## src/rail_charger_irq_defines.vh

```
// Offsets, field positions, reset values and sizes of the charger and rail interrupt flag block
`ifndef RAIL_CHARGER_IRQ_DEFINES_VH
`define RAIL_CHARGER_IRQ_DEFINES_VH

// Register offsets on the serial register bus
`define CHG_IRQ_FLAGS_ADDR 8'h04
`define CHG_IRQ_MASK_ADDR 8'h05
`define RAIL_IRQ_FLAGS_ADDR 8'h06
`define RAIL_IRQ_MASK_ADDR 8'h07

// Reset values
`define CHG_IRQ_FLAGS_RST 8'h00
`define CHG_IRQ_MASK_RST 8'h7F
`define RAIL_IRQ_FLAGS_RST 8'h00
`define RAIL_IRQ_MASK_RST 8'hFF

// Implemented flag widths
`define CHG_FLAG_BITS 6
`define RAIL_FLAG_BITS 4

// Charger group field positions
`define CHG_GOOD_BIT 0
`define CHG_BATTERY_BIT 1
`define CHG_BATT_DETECT_BIT 2
`define CHG_PREQUAL_TMO_BIT 3
`define CHG_FAST_TMO_BIT 4
`define CHG_INPUT_ILIM_BIT 5

// Rail group field positions
`define RAIL_SYSTEM_LDO_BIT 0
`define RAIL_ALWAYS_ON_LDO_BIT 1
`define RAIL_SYSTEM_BUCK_BIT 2
`define RAIL_CORE_BUCK_BIT 3

// Synchroniser depth and cycles until change detection is armed after reset
`define SYNC_STAGES 2
`define ARM_DELAY 3

`endif

```

## src/event_flags.v

```verilog
// Sticky write-to-clear event flags, set by status changes or event pulses
`timescale 1ns/1ps
module event_flags #(
	parameter WIDTH = 4
) (
	input wire core_clk, // System clock
	input wire reset, // Synchronous reset, active high
	input wire arm, // Change detection enabled
	input wire [WIDTH-1:0] status_in, // Status levels watched for change
	input wire [WIDTH-1:0] pulse_in, // One-cycle event pulses
	input wire clear_we, // Clear strobe from register write
	input wire [WIDTH-1:0] clear_bits, // Ones clear the matching flags
	output wire [WIDTH-1:0] flags // Latched flags
);

genvar i;
generate
	for (i = 0; i < WIDTH; i = i + 1) begin : g_flag
		// Per-bit registers so each has a single driving process
		reg prev_ff;
		reg flag_ff;
		wire set_evt;
		assign set_evt = (arm & (status_in[i] ^ prev_ff)) | pulse_in[i];
		always @(posedge core_clk) begin
			if (reset) begin
				prev_ff <= 1'b0;
				flag_ff <= 1'b0;
			end else begin
				prev_ff <= status_in[i];
				// Set wins over a clear in the same cycle
				if (set_evt) begin
					flag_ff <= 1'b1;
				end else if (clear_we & clear_bits[i]) begin
					flag_ff <= 1'b0;
				end
			end
		end
		assign flags[i] = flag_ff;
	end
endgenerate

endmodule

```

## src/level_sync.v

```verilog
// Two-flop synchroniser for a vector of independent status levels
`timescale 1ns/1ps
module level_sync #(
	parameter WIDTH = 4
) (
	input wire core_clk, // System clock
	input wire reset, // Synchronous reset, active high
	input wire [WIDTH-1:0] async_in, // Levels from outside the clock domain
	output wire [WIDTH-1:0] sync_out // Synchronised levels
);

reg [WIDTH-1:0] meta_ff;
reg [WIDTH-1:0] sync_ff;

// First stage is read only by the second stage
always @(posedge core_clk) begin
	if (reset) begin
		meta_ff <= {WIDTH{1'b0}};
		sync_ff <= {WIDTH{1'b0}};
	end else begin
		meta_ff <= async_in;
		sync_ff <= meta_ff;
	end
end

assign sync_out = sync_ff;

endmodule

```

## src/rail_charger_irq_flags.v

```verilog
// Charger and output rail second-tier interrupt flags, masks and summary request
`timescale 1ns/1ps
`include "rail_charger_irq_defines.vh"
module rail_charger_irq_flags #(
	parameter CHG_BITS = `CHG_FLAG_BITS,
	parameter RAIL_BITS = `RAIL_FLAG_BITS
) (
	input wire core_clk, // System clock, 200 MHz
	input wire reset, // Synchronous reset, active high
	input wire [7:0] reg_addr, // Register offset
	input wire reg_wr, // Write strobe, one cycle
	input wire [7:0] reg_wdata, // Write data
	input wire reg_rd, // Read strobe, one cycle
	output wire [7:0] reg_rdata, // Read data, held until next read
	output wire reg_rvalid, // Read data valid pulse
	input wire charger_good, // Charger good level from analog
	input wire battery_good, // Battery voltage good level from analog
	input wire battery_present, // Battery detection level from analog
	input wire prequal_timeout, // Pre-qual timer expiry pulse, core clock
	input wire fast_charge_timeout, // Fast charge timer expiry pulse, core clock
	input wire input_current_limit, // Input current limit pulse, core clock
	input wire core_buck_output_good_raw, // Core buck comparator level
	input wire system_buck_output_good_raw, // System buck comparator level
	input wire always_on_ldo_output_good_raw, // Always-on LDO comparator level
	input wire system_ldo_output_good_raw, // System LDO comparator level
	input wire power_good_compare_enable, // Comparator enable, core clock
	output wire core_buck_output_good, // Gated core buck good status
	output wire system_buck_output_good, // Gated system buck good status
	output wire always_on_ldo_output_good, // Gated always-on LDO good status
	output wire system_ldo_output_good, // Gated system LDO good status
	output wire charger_irq_pending, // Unmasked charger flag pending
	output wire rail_irq_pending, // Unmasked rail flag pending
	output wire irq_request // Summary interrupt request
);

localparam CHG_LEVELS = 3;

wire [CHG_LEVELS-1:0] chg_sync;
wire [RAIL_BITS-1:0] rail_sync;
wire [RAIL_BITS-1:0] rail_raw;
wire [RAIL_BITS-1:0] rail_good;
wire [CHG_BITS-1:0] chg_status;
wire [CHG_BITS-1:0] chg_pulse;
wire [CHG_BITS-1:0] chg_flags;
wire [RAIL_BITS-1:0] rail_flags;
wire chg_flags_clear;
wire rail_flags_clear;
wire chg_mask_we;
wire rail_mask_we;
wire arm;

reg [7:0] chg_mask_ff;
reg [7:0] rail_mask_ff;
reg [`ARM_DELAY-1:0] arm_ff;
reg [7:0] rdata_ff;
reg [7:0] nxt_rdata;
reg rvalid_ff;
reg [RAIL_BITS-1:0] rail_good_ff;
reg chg_pend_ff;
reg rail_pend_ff;
reg irq_ff;

// Analog levels cross into the core clock before any logic reads them
level_sync #(
	.WIDTH(CHG_LEVELS)
) u_chg_sync (
	.core_clk(core_clk),
	.reset(reset),
	.async_in({battery_present, battery_good, charger_good}),
	.sync_out(chg_sync)
);

assign rail_raw[`RAIL_CORE_BUCK_BIT] = core_buck_output_good_raw;
assign rail_raw[`RAIL_SYSTEM_BUCK_BIT] = system_buck_output_good_raw;
assign rail_raw[`RAIL_ALWAYS_ON_LDO_BIT] = always_on_ldo_output_good_raw;
assign rail_raw[`RAIL_SYSTEM_LDO_BIT] = system_ldo_output_good_raw;

level_sync #(
	.WIDTH(RAIL_BITS)
) u_rail_sync (
	.core_clk(core_clk),
	.reset(reset),
	.async_in(rail_raw),
	.sync_out(rail_sync)
);

// Ignore changes until the reference value is settled after reset
always @(posedge core_clk) begin
	if (reset) begin
		arm_ff <= {`ARM_DELAY{1'b0}};
	end else begin
		arm_ff <= {arm_ff[`ARM_DELAY-2:0], 1'b1};
	end
end

assign arm = arm_ff[`ARM_DELAY-1];

assign rail_good = rail_sync & {RAIL_BITS{power_good_compare_enable}};

assign chg_status = {3'b000, chg_sync};
assign chg_pulse = {input_current_limit, fast_charge_timeout, prequal_timeout, 3'b000};

// Register decode
assign chg_flags_clear = reg_wr & (reg_addr == `CHG_IRQ_FLAGS_ADDR);
assign chg_mask_we = reg_wr & (reg_addr == `CHG_IRQ_MASK_ADDR);
assign rail_flags_clear = reg_wr & (reg_addr == `RAIL_IRQ_FLAGS_ADDR);
assign rail_mask_we = reg_wr & (reg_addr == `RAIL_IRQ_MASK_ADDR);

// Write one clears a charger flag
event_flags #(
	.WIDTH(CHG_BITS)
) u_chg_flags (
	.core_clk(core_clk),
	.reset(reset),
	.arm(arm),
	.status_in(chg_status),
	.pulse_in(chg_pulse),
	.clear_we(chg_flags_clear),
	.clear_bits(reg_wdata[CHG_BITS-1:0]),
	.flags(chg_flags)
);

event_flags #(
	.WIDTH(RAIL_BITS)
) u_rail_flags (
	.core_clk(core_clk),
	.reset(reset),
	.arm(arm),
	.status_in(rail_good),
	.pulse_in({RAIL_BITS{1'b0}}),
	.clear_we(rail_flags_clear),
	.clear_bits(reg_wdata[RAIL_BITS-1:0]),
	.flags(rail_flags)
);

always @(posedge core_clk) begin
	if (reset) begin
		chg_mask_ff <= `CHG_IRQ_MASK_RST;
	end else if (chg_mask_we) begin
		chg_mask_ff <= reg_wdata;
	end
end

always @(posedge core_clk) begin
	if (reset) begin
		rail_mask_ff <= `RAIL_IRQ_MASK_RST;
	end else if (rail_mask_we) begin
		rail_mask_ff <= reg_wdata;
	end
end

// Read mux, reserved flag bits read zero
always @* begin
	nxt_rdata = 8'h00;
	if (reg_addr == `CHG_IRQ_FLAGS_ADDR) begin
		nxt_rdata = {2'b00, chg_flags};
	end else if (reg_addr == `CHG_IRQ_MASK_ADDR) begin
		nxt_rdata = chg_mask_ff;
	end else if (reg_addr == `RAIL_IRQ_FLAGS_ADDR) begin
		nxt_rdata = {4'h0, rail_flags};
	end else if (reg_addr == `RAIL_IRQ_MASK_ADDR) begin
		nxt_rdata = rail_mask_ff;
	end
end

// Read data holds between reads so a slow serial shifter can pick it up
always @(posedge core_clk) begin
	if (reset) begin
		rdata_ff <= 8'h00;
		rvalid_ff <= 1'b0;
	end else begin
		rvalid_ff <= reg_rd;
		if (reg_rd) begin
			rdata_ff <= nxt_rdata;
		end
	end
end

// Masked flags latch but do not request
always @(posedge core_clk) begin
	if (reset) begin
		chg_pend_ff <= 1'b0;
		rail_pend_ff <= 1'b0;
		irq_ff <= 1'b0;
		rail_good_ff <= {RAIL_BITS{1'b0}};
	end else begin
		chg_pend_ff <= |(chg_flags & ~chg_mask_ff[CHG_BITS-1:0]);
		rail_pend_ff <= |(rail_flags & ~rail_mask_ff[RAIL_BITS-1:0]);
		irq_ff <= (|(chg_flags & ~chg_mask_ff[CHG_BITS-1:0])) | (|(rail_flags & ~rail_mask_ff[RAIL_BITS-1:0]));
		rail_good_ff <= rail_good;
	end
end

assign reg_rdata = rdata_ff;
assign reg_rvalid = rvalid_ff;
assign charger_irq_pending = chg_pend_ff;
assign rail_irq_pending = rail_pend_ff;
assign irq_request = irq_ff;
assign core_buck_output_good = rail_good_ff[`RAIL_CORE_BUCK_BIT];
assign system_buck_output_good = rail_good_ff[`RAIL_SYSTEM_BUCK_BIT];
assign always_on_ldo_output_good = rail_good_ff[`RAIL_ALWAYS_ON_LDO_BIT];
assign system_ldo_output_good = rail_good_ff[`RAIL_SYSTEM_LDO_BIT];

endmodule

```

## config.mk

```make
export PLATFORM = sky130hd
export DESIGN_NAME = rail_charger_irq_flags
export DESIGN_NICKNAME = d
export VERILOG_FILES = /design/src/event_flags.v /design/src/level_sync.v /design/src/rail_charger_irq_flags.v
export VERILOG_INCLUDE_DIRS = /design/src
export SDC_FILE = /design/constraint.sdc
export NUM_CORES = 1
export LEC_CHECK = 0
export BUFFER_PORTS_ARGS = -buffer_cell sky130_fd_sc_hd__buf_2
export CAP_MARGIN = 20
export CELL_PAD_IN_SITES_DETAIL_PLACEMENT = 0
export CELL_PAD_IN_SITES_GLOBAL_PLACEMENT = 1
export CORE_MARGIN = 5
export CORE_UTILIZATION = 35
export CTS_CLUSTER_DIAMETER = 80
export DETAILED_ROUTE_END_ITERATION = 6
export GPL_TIMING_DRIVEN = 1
export PLACE_DENSITY = 0.7
export SLEW_MARGIN = 20
export SYNTH_ARGS = -nofsm -noshare
export SYNTH_HDL_FRONTEND = slang
export SYNTH_SLANG_ARGS = --single-unit
```

## constraint.sdc

```tcl
create_clock -name core_clk -period 4.06 [get_ports core_clk]
set_clock_uncertainty 0.2 [all_clocks]
set_input_delay 0.203 -clock core_clk [delete_from_list [all_inputs] [get_ports core_clk]]
set_output_delay 0.203 -clock core_clk [all_outputs]
set_load 0.05 [all_outputs]
```

# Word level (Yosys, flattened, before mapping)
# Index checks and enable logic that the tools add are counted.
[totals] ff_bits=66 output_inout_bits=16 elab_cells=106
[op_classes] eq_ne=4 mux=25 n_bitwise=34 n_reduce_logical=12
[op_table] operator="== test 8 x 3 -> 1 bit, second input constant" n=4
[op_table] operator="two-way mux 8 bit" n=4
[op_table] operator="bitwise AND 1 bit" n=21
[op_table] operator="two-way mux 1 bit" n=21
[op_table] operator="nonzero test 2 bit" n=10
[op_table] operator="bitwise AND 4 bit" n=2
[op_table] operator="XOR 1 bit" n=7
[op_table] operator="bitwise AND 6 bit" n=1
[op_table] operator="NOT 6 bit" n=1
[op_table] operator="OR reduction 6 bit" n=1
[op_table] operator="NOT 4 bit" n=1
[op_table] operator="OR reduction 4 bit" n=1
[op_table] operator="OR 1 bit" n=1

# Depth between registers and ports, before layout
[depth] ltp_word=5 mapped_depth=5 depth_no_buf=3

# Cells and area by module
# A second synthesis with hierarchy kept.
[hier_totals] hier_cells=269 hier_area_um2=2712.6
[by_module_without_submodules] module="rail_charger_irq_flags" n_inst=1 cells_each=159 area_each_um2=1552.7
[by_module_without_submodules] module="event_flags at u_chg_flags" n_inst=1 cells_each=50 area_each_um2=476.7
[by_module_without_submodules] module="event_flags at u_rail_flags" n_inst=1 cells_each=32 area_each_um2=315.3
[by_module_without_submodules] module="level_sync at u_rail_sync" n_inst=1 cells_each=16 area_each_um2=210.2
[by_module_without_submodules] module="level_sync at u_chg_sync" n_inst=1 cells_each=12 area_each_um2=157.7

# Worst setup path after synthesis
# No wires, ideal clock.
[synth_timing] kind="input port to flip-flop" from="in reg_addr[7]" to="reg chg_mask_ff[0]" setup_time_ps=72 arrival_time_ps=1507 t_required_ps=3788 slack_ps=2282 stages=3 cell_sequence="or4b_4 nor4_4 mux2i_1"
[synth_via] elab_chain_cells=2
[synth_rtl] element="start: declaration" line="rail_charger_irq_flags.v:10" text="input wire [7:0] reg_addr,"
[synth_rtl] element="== test 8 x 3 -> 1 bit (no source line)"
[synth_rtl] element="bitwise AND 1 bit" line="rail_charger_irq_flags.v:105" text="assign chg_mask_we = reg_wr & (reg_addr == `CHG_IRQ_MASK_ADDR);"
[synth_rtl] element="end signal: assignment" line="rail_charger_irq_flags.v:138" text="chg_mask_ff <= `CHG_IRQ_MASK_RST;"
[synth_rtl] element="end signal: assignment" line="rail_charger_irq_flags.v:140" text="chg_mask_ff <= reg_wdata;"
[synth_rtl] element="end: declaration" line="rail_charger_irq_flags.v:52" text="reg [7:0] chg_mask_ff;"
# No other way between the ends.
# A chain may end at the register's enable or synchronous reset.

# Worst setup path in the final report
[layout_timing] from="in reg_addr[7]" to="reg u_chg_flags.g_flag[5].flag_ff"
[layout_via] elab_chain_cells=4
[layout_rtl] element="== test 8 x 3 -> 1 bit (no source line)"
[layout_rtl] element="bitwise AND 1 bit" line="rail_charger_irq_flags.v:104" text="assign chg_flags_clear = reg_wr & (reg_addr == `CHG_IRQ_FLAGS_ADDR);"
[layout_rtl] element="bitwise AND 1 bit" line="event_flags.v:33" text="end else if (clear_we & clear_bits[i]) begin"
[layout_rtl] element="nonzero test 2 bit (no source line)"
[layout_rtl] element="end signal: assignment" line="event_flags.v:27" text="flag_ff <= 1'b0;"
[layout_rtl] element="end signal: assignment" line="event_flags.v:32" text="flag_ff <= 1'b1;"
[layout_rtl] element="end signal: assignment" line="event_flags.v:34" text="flag_ff <= 1'b0;"
[layout_rtl] element="end: declaration" line="event_flags.v:21" text="reg flag_ff;"
# No other way between the ends.

==> impl_results.rst <==
.. list-table::
   :header-rows: 1

   * - Metric
     - Value
   * - Area leader, netlist
     - dfxtp_1
   * - Vias after detailed routing
     - 1898
   * - Final critical path time including I/O delays and setup
     - 2850 ps
   * - Worst Path Arrival
     - 2880 ps
   * - Post-Syn Area
     - 2420 um^2
   * - Unrepaired setup endpoints after global routing
     - no
   * - Total power of the final layout
     - 0.00119 W
   * - Layout cell share with drive strength beyond 1
     - 23.5%
   * - Average footprint of a synthesized cell
     - 10.3 um^2
   * - VDD IR-drop max
     - 0.231 mV
   * - Number of hold violations in the final report
     - 0
   * - Number of synthesized register bits
     - 62
   * - Clock-pin slew reported for the worst setup and hold paths after clock tree synthesis
     - 70 ps
   * - Setup slack of the critical path after layout
     - 1210 ps
   * - R2r startpoint
     - u_chg_flags.g_flag[1].flag_ff
   * - Proportion of power drawn by flip-flops and latches
     - 52.7%
   * - Height of the die
     - 93.2 um
   * - Num rows
     - 30
   * - DR iter-0 viols
     - 52
   * - Areal power density over the cells
     - 382 nW/um^2
   * - Element type at the critical path end
     - flop
   * - Number of flops mapped to enable cells by yosys
     - 0
   * - Achievable clock frequency
     - 351 MHz
   * - Floorplan Core Area
     - 6760 um^2
   * - Global routing usage on met2
     - 21.1%
   * - Switch share
     - 24.3%
   * - Type of the worst setup path
     - input port to flop
   * - Placement Cell Area
     - 2720 um^2
   * - Number of nets in the final layout
     - 336
   * - Met3 track utilization from global routing
     - 4.59%
   * - Yosys warnings
     - 0
   * - Startpoint Class
     - input port
   * - CTS Sinks
     - 62
   * - Antenna-violating nets left
     - 0
   * - Final Wtd Congestion
     - 0.777
   * - Run status
     - finished, final reports clean
   * - Worst hold path cell count
     - 4
   * - Clock buffers created by TritonCTS
     - 9
   * - End of the worst register-to-register path
     - irq_request
   * - Post-synthesis instance total
     - 235
   * - Highest-count cells in the layout ignoring fill and taps
     - 62 x dfxtp_1, 46 x buf_2, 32 x nor2_1, 26 x nor2b_1, 23 x dlygate4sd3_1
   * - Routing usage on met1
     - 16.1%
   * - Critical-path maximum fanout
     - 6
   * - N_diodes
     - 0
   * - Launching instance or port of the critical path
     - reg_addr[7]
   * - Worst-Skew Late Latency
     - 340 ps
   * - Period Utilization, post-route
     - 70.2%
   * - Critical Path RT
     - 4080 ps
   * - Final non-filler cell area
     - 3120 um^2
   * - Wire length after detailed routing
     - 5240 um
   * - Count of max-cap constraint violations
     - 0
   * - Min-Delay Startpoint
     - reg_addr[4]
   * - Number of gates given a new drive strength after cts
     - 0
   * - I/O pin total
     - 47
   * - Overall die width
     - 93.2 um
   * - Number of antenna violations at the first check in global routing
     - 0
   * - Vias in the first global route
     - 1881
   * - Count of input and output buffers
     - 46
   * - Post-synth top area share
     - 51.3%
   * - Post-route DRC violation count
     - 0
   * - Switching component of the power
     - 0.000289 W
   * - Routed length per placed instance
     - 13.4 um
   * - TritonCTS clock tree
     - yes
   * - Clock share of power
     - 39.4%
   * - Master cell of the clock root buffer
     - clkbuf_8
   * - Initial cell density of the core
     - 35.8%
   * - Count of unique library cells instantiated by Yosys
     - 30
   * - Total global routing track utilization
     - 13.2%
   * - Number of standard cells in the final layout excluding fillers
     - 390
   * - Worst max-slew margin expressed relative to the limit
     - 44.3%
   * - Wire length of the first global-routing pass
     - 8910 um
   * - Post-synthesis async set-or-reset flop share
     - 0%
   * - Worst hold path class
     - input port to flop
   * - Destination of the worst hold path
     - reg_rdata[6]
   * - Buffers from clock root to sink, at most
     - 2
   * - Register-to-register setup slack
     - 2390 ps
   * - Half-perimeter wire length after detailed placement
     - 3700 um
   * - Accumulated negative setup slack
     - 0 ps
   * - Leak
     - 1.33 nW
   * - Cell count after placement
     - 351
   * - Logic gate share of total power
     - 7.9%
   * - Internal power consumption
     - 0.000903 W
   * - Synthesized net count
     - 266
   * - CTS H-tree depth
     - 3
   * - Proportion of synthesized chip area in sequential cells
     - 51.3%
   * - Actual transition at the worst max-transition pin
     - 824 ps
   * - Most common library cell in the layout ignoring fill and taps
     - dfxtp_1
   * - Final number of setup-violating endpoints
     - 0
   * - Die area
     - 8680 um^2
   * - Overall overflow remaining after global route
     - 0
   * - Most used flip-flop cell after synthesis
     - dfxtp_1
   * - Count of TritonRoute iterations in the first routing pass
     - 4
   * - Pin count of the biggest net entering global routing
     - 47
   * - Ratio of routed vias to standard cells
     - 4.87
   * - Leading cell types by total area after synthesis
     - dfxtp_1 51%, mux2i_1 7.4%, nor2b_1 6.7%
   * - GRT busiest layer
     - met2
   * - Worst reg-to-reg path cell count
     - 3
   * - Area grow syn2layout
     - 28.9%
   * - Pre-CTS setup slack
     - 1870 ps
   * - Max-slew violation total from the final report
     - 0
==> metal layers <==
layer	part of all wire (%)	vias up
li1	-	980
met1	47	860
met2	45	47
met3	6.3	11
met4	1.7	0
met5	0	-
==> per-stage QoR <==
step,utilization [%],hold slack [ps]
2_1_floorplan,-,112
3_3_place_gp,40.2,209
3_5_place_dp,40.2,220
4_1_cts,46.2,43.6
5_1_grt,46.2,64.0
6_report,46.2,58.3
==> state kept, by name, indices dropped and copies added (netlist names) <==
name,cells
u_chg_flags.g_flag.prev_ff,3
arm_ff,3
charger_irq_pending,1
reg_rvalid,1
u_chg_sync.meta_ff,3
u_rail_sync.sync_out,4
reg_rdata,8
chg_mask_ff,8
u_chg_sync.sync_out,3
rail_mask_ff,8
u_rail_flags.g_flag.flag_ff,4
irq_request,1
u_chg_flags.g_flag.flag_ff,6
rail_good_ff,4
rail_irq_pending,1
u_rail_sync.meta_ff,4
==> worst max-delay path, cell delays in order <==
cell           delay (ps)
dlygate4sd3_1         540
buf_2                 130
or4b_4                570
nor4_2                670
a311oi_1              190
dlygate4sd3_1         580
==> cell usage after synthesis, types with 2 or more instances <==
cell type / instances
a2111oi_0: 2
a211oi_1: 4
a21oi_1: 10
a311oi_1: 10
a32o_1: 6
and2_1: 6
and4b_1: 4
clkbuf_1: 10
dfxtp_1: 62
inv_1: 8
mux2_2: 2
mux2i_1: 18
mux4_2: 4
nand2_1: 11
nand4_1: 3
nor2_1: 32
nor2b_1: 26
nor4b_1: 2
o2bb2ai_1: 2
xor2_1: 3
==> power by group through the flow <==
stage               sequential, W  combinational [W]  clock, W
finish                   0.000628          0.0000938  0.000470
detailed placement       0.000642          0.0000772         0
global placement         0.000642          0.0000763         0
global route             0.000630           0.000104  0.000516
CTS                      0.000628          0.0000948  0.000485
floorplan                0.000645          0.0000439         0
==> kinds of logic after synthesis <==
| kind of cell | after synthesis | synth area share, % |
|---|---|---|
| AOI/OAI and AO/OA | 36 | 11.4 |
| xor gates and xnor gates | 3 | 1.09 |
| buffers and inverters | 20 | 3.15 |
| DFF | 62 | 51.3 |
| muxes | 24 | 12.1 |
| and+or+nand+nor | 90 | 21.0 |
==> how the worst max path moves through the flow <==
stage	to	slack [ps]	depth (start not counted)
after floorplan	chg_mask_ff[0]	2280	3
after global placement	u_rail_flags.g_flag[1].flag_ff	1890	4
after detailed placement	u_rail_flags.g_flag[0].flag_ff	1870	4
after CTS	u_chg_flags.g_flag[5].flag_ff	1210	6
after global routing	u_chg_flags.g_flag[4].flag_ff	1060	6
final	u_chg_flags.g_flag[5].flag_ff	1210	6
==> final cells by class <==
cell class | count | area [um^2]
clock buffer | 10 | 138
clock inverter | 6 | 37.5
timing repair buffer | 70 | 468
inverter | 9 | 33.8
fill | 664 | 3630
sequential | 62 | 1240
multi-input combinational | 153 | 1100
tap | 80 | 100
==> repair_timing <==
| item | in CTS | in global routing |
|---|---|---|
| setup endpoints to repair | 0 | 0 |
| hold buffers | 23 | 0 |
| endpoints found under the hold margin | 39 | 0 |
| buffers inserted | 0 | 0 |
Power figures use the tool's default switching activity.
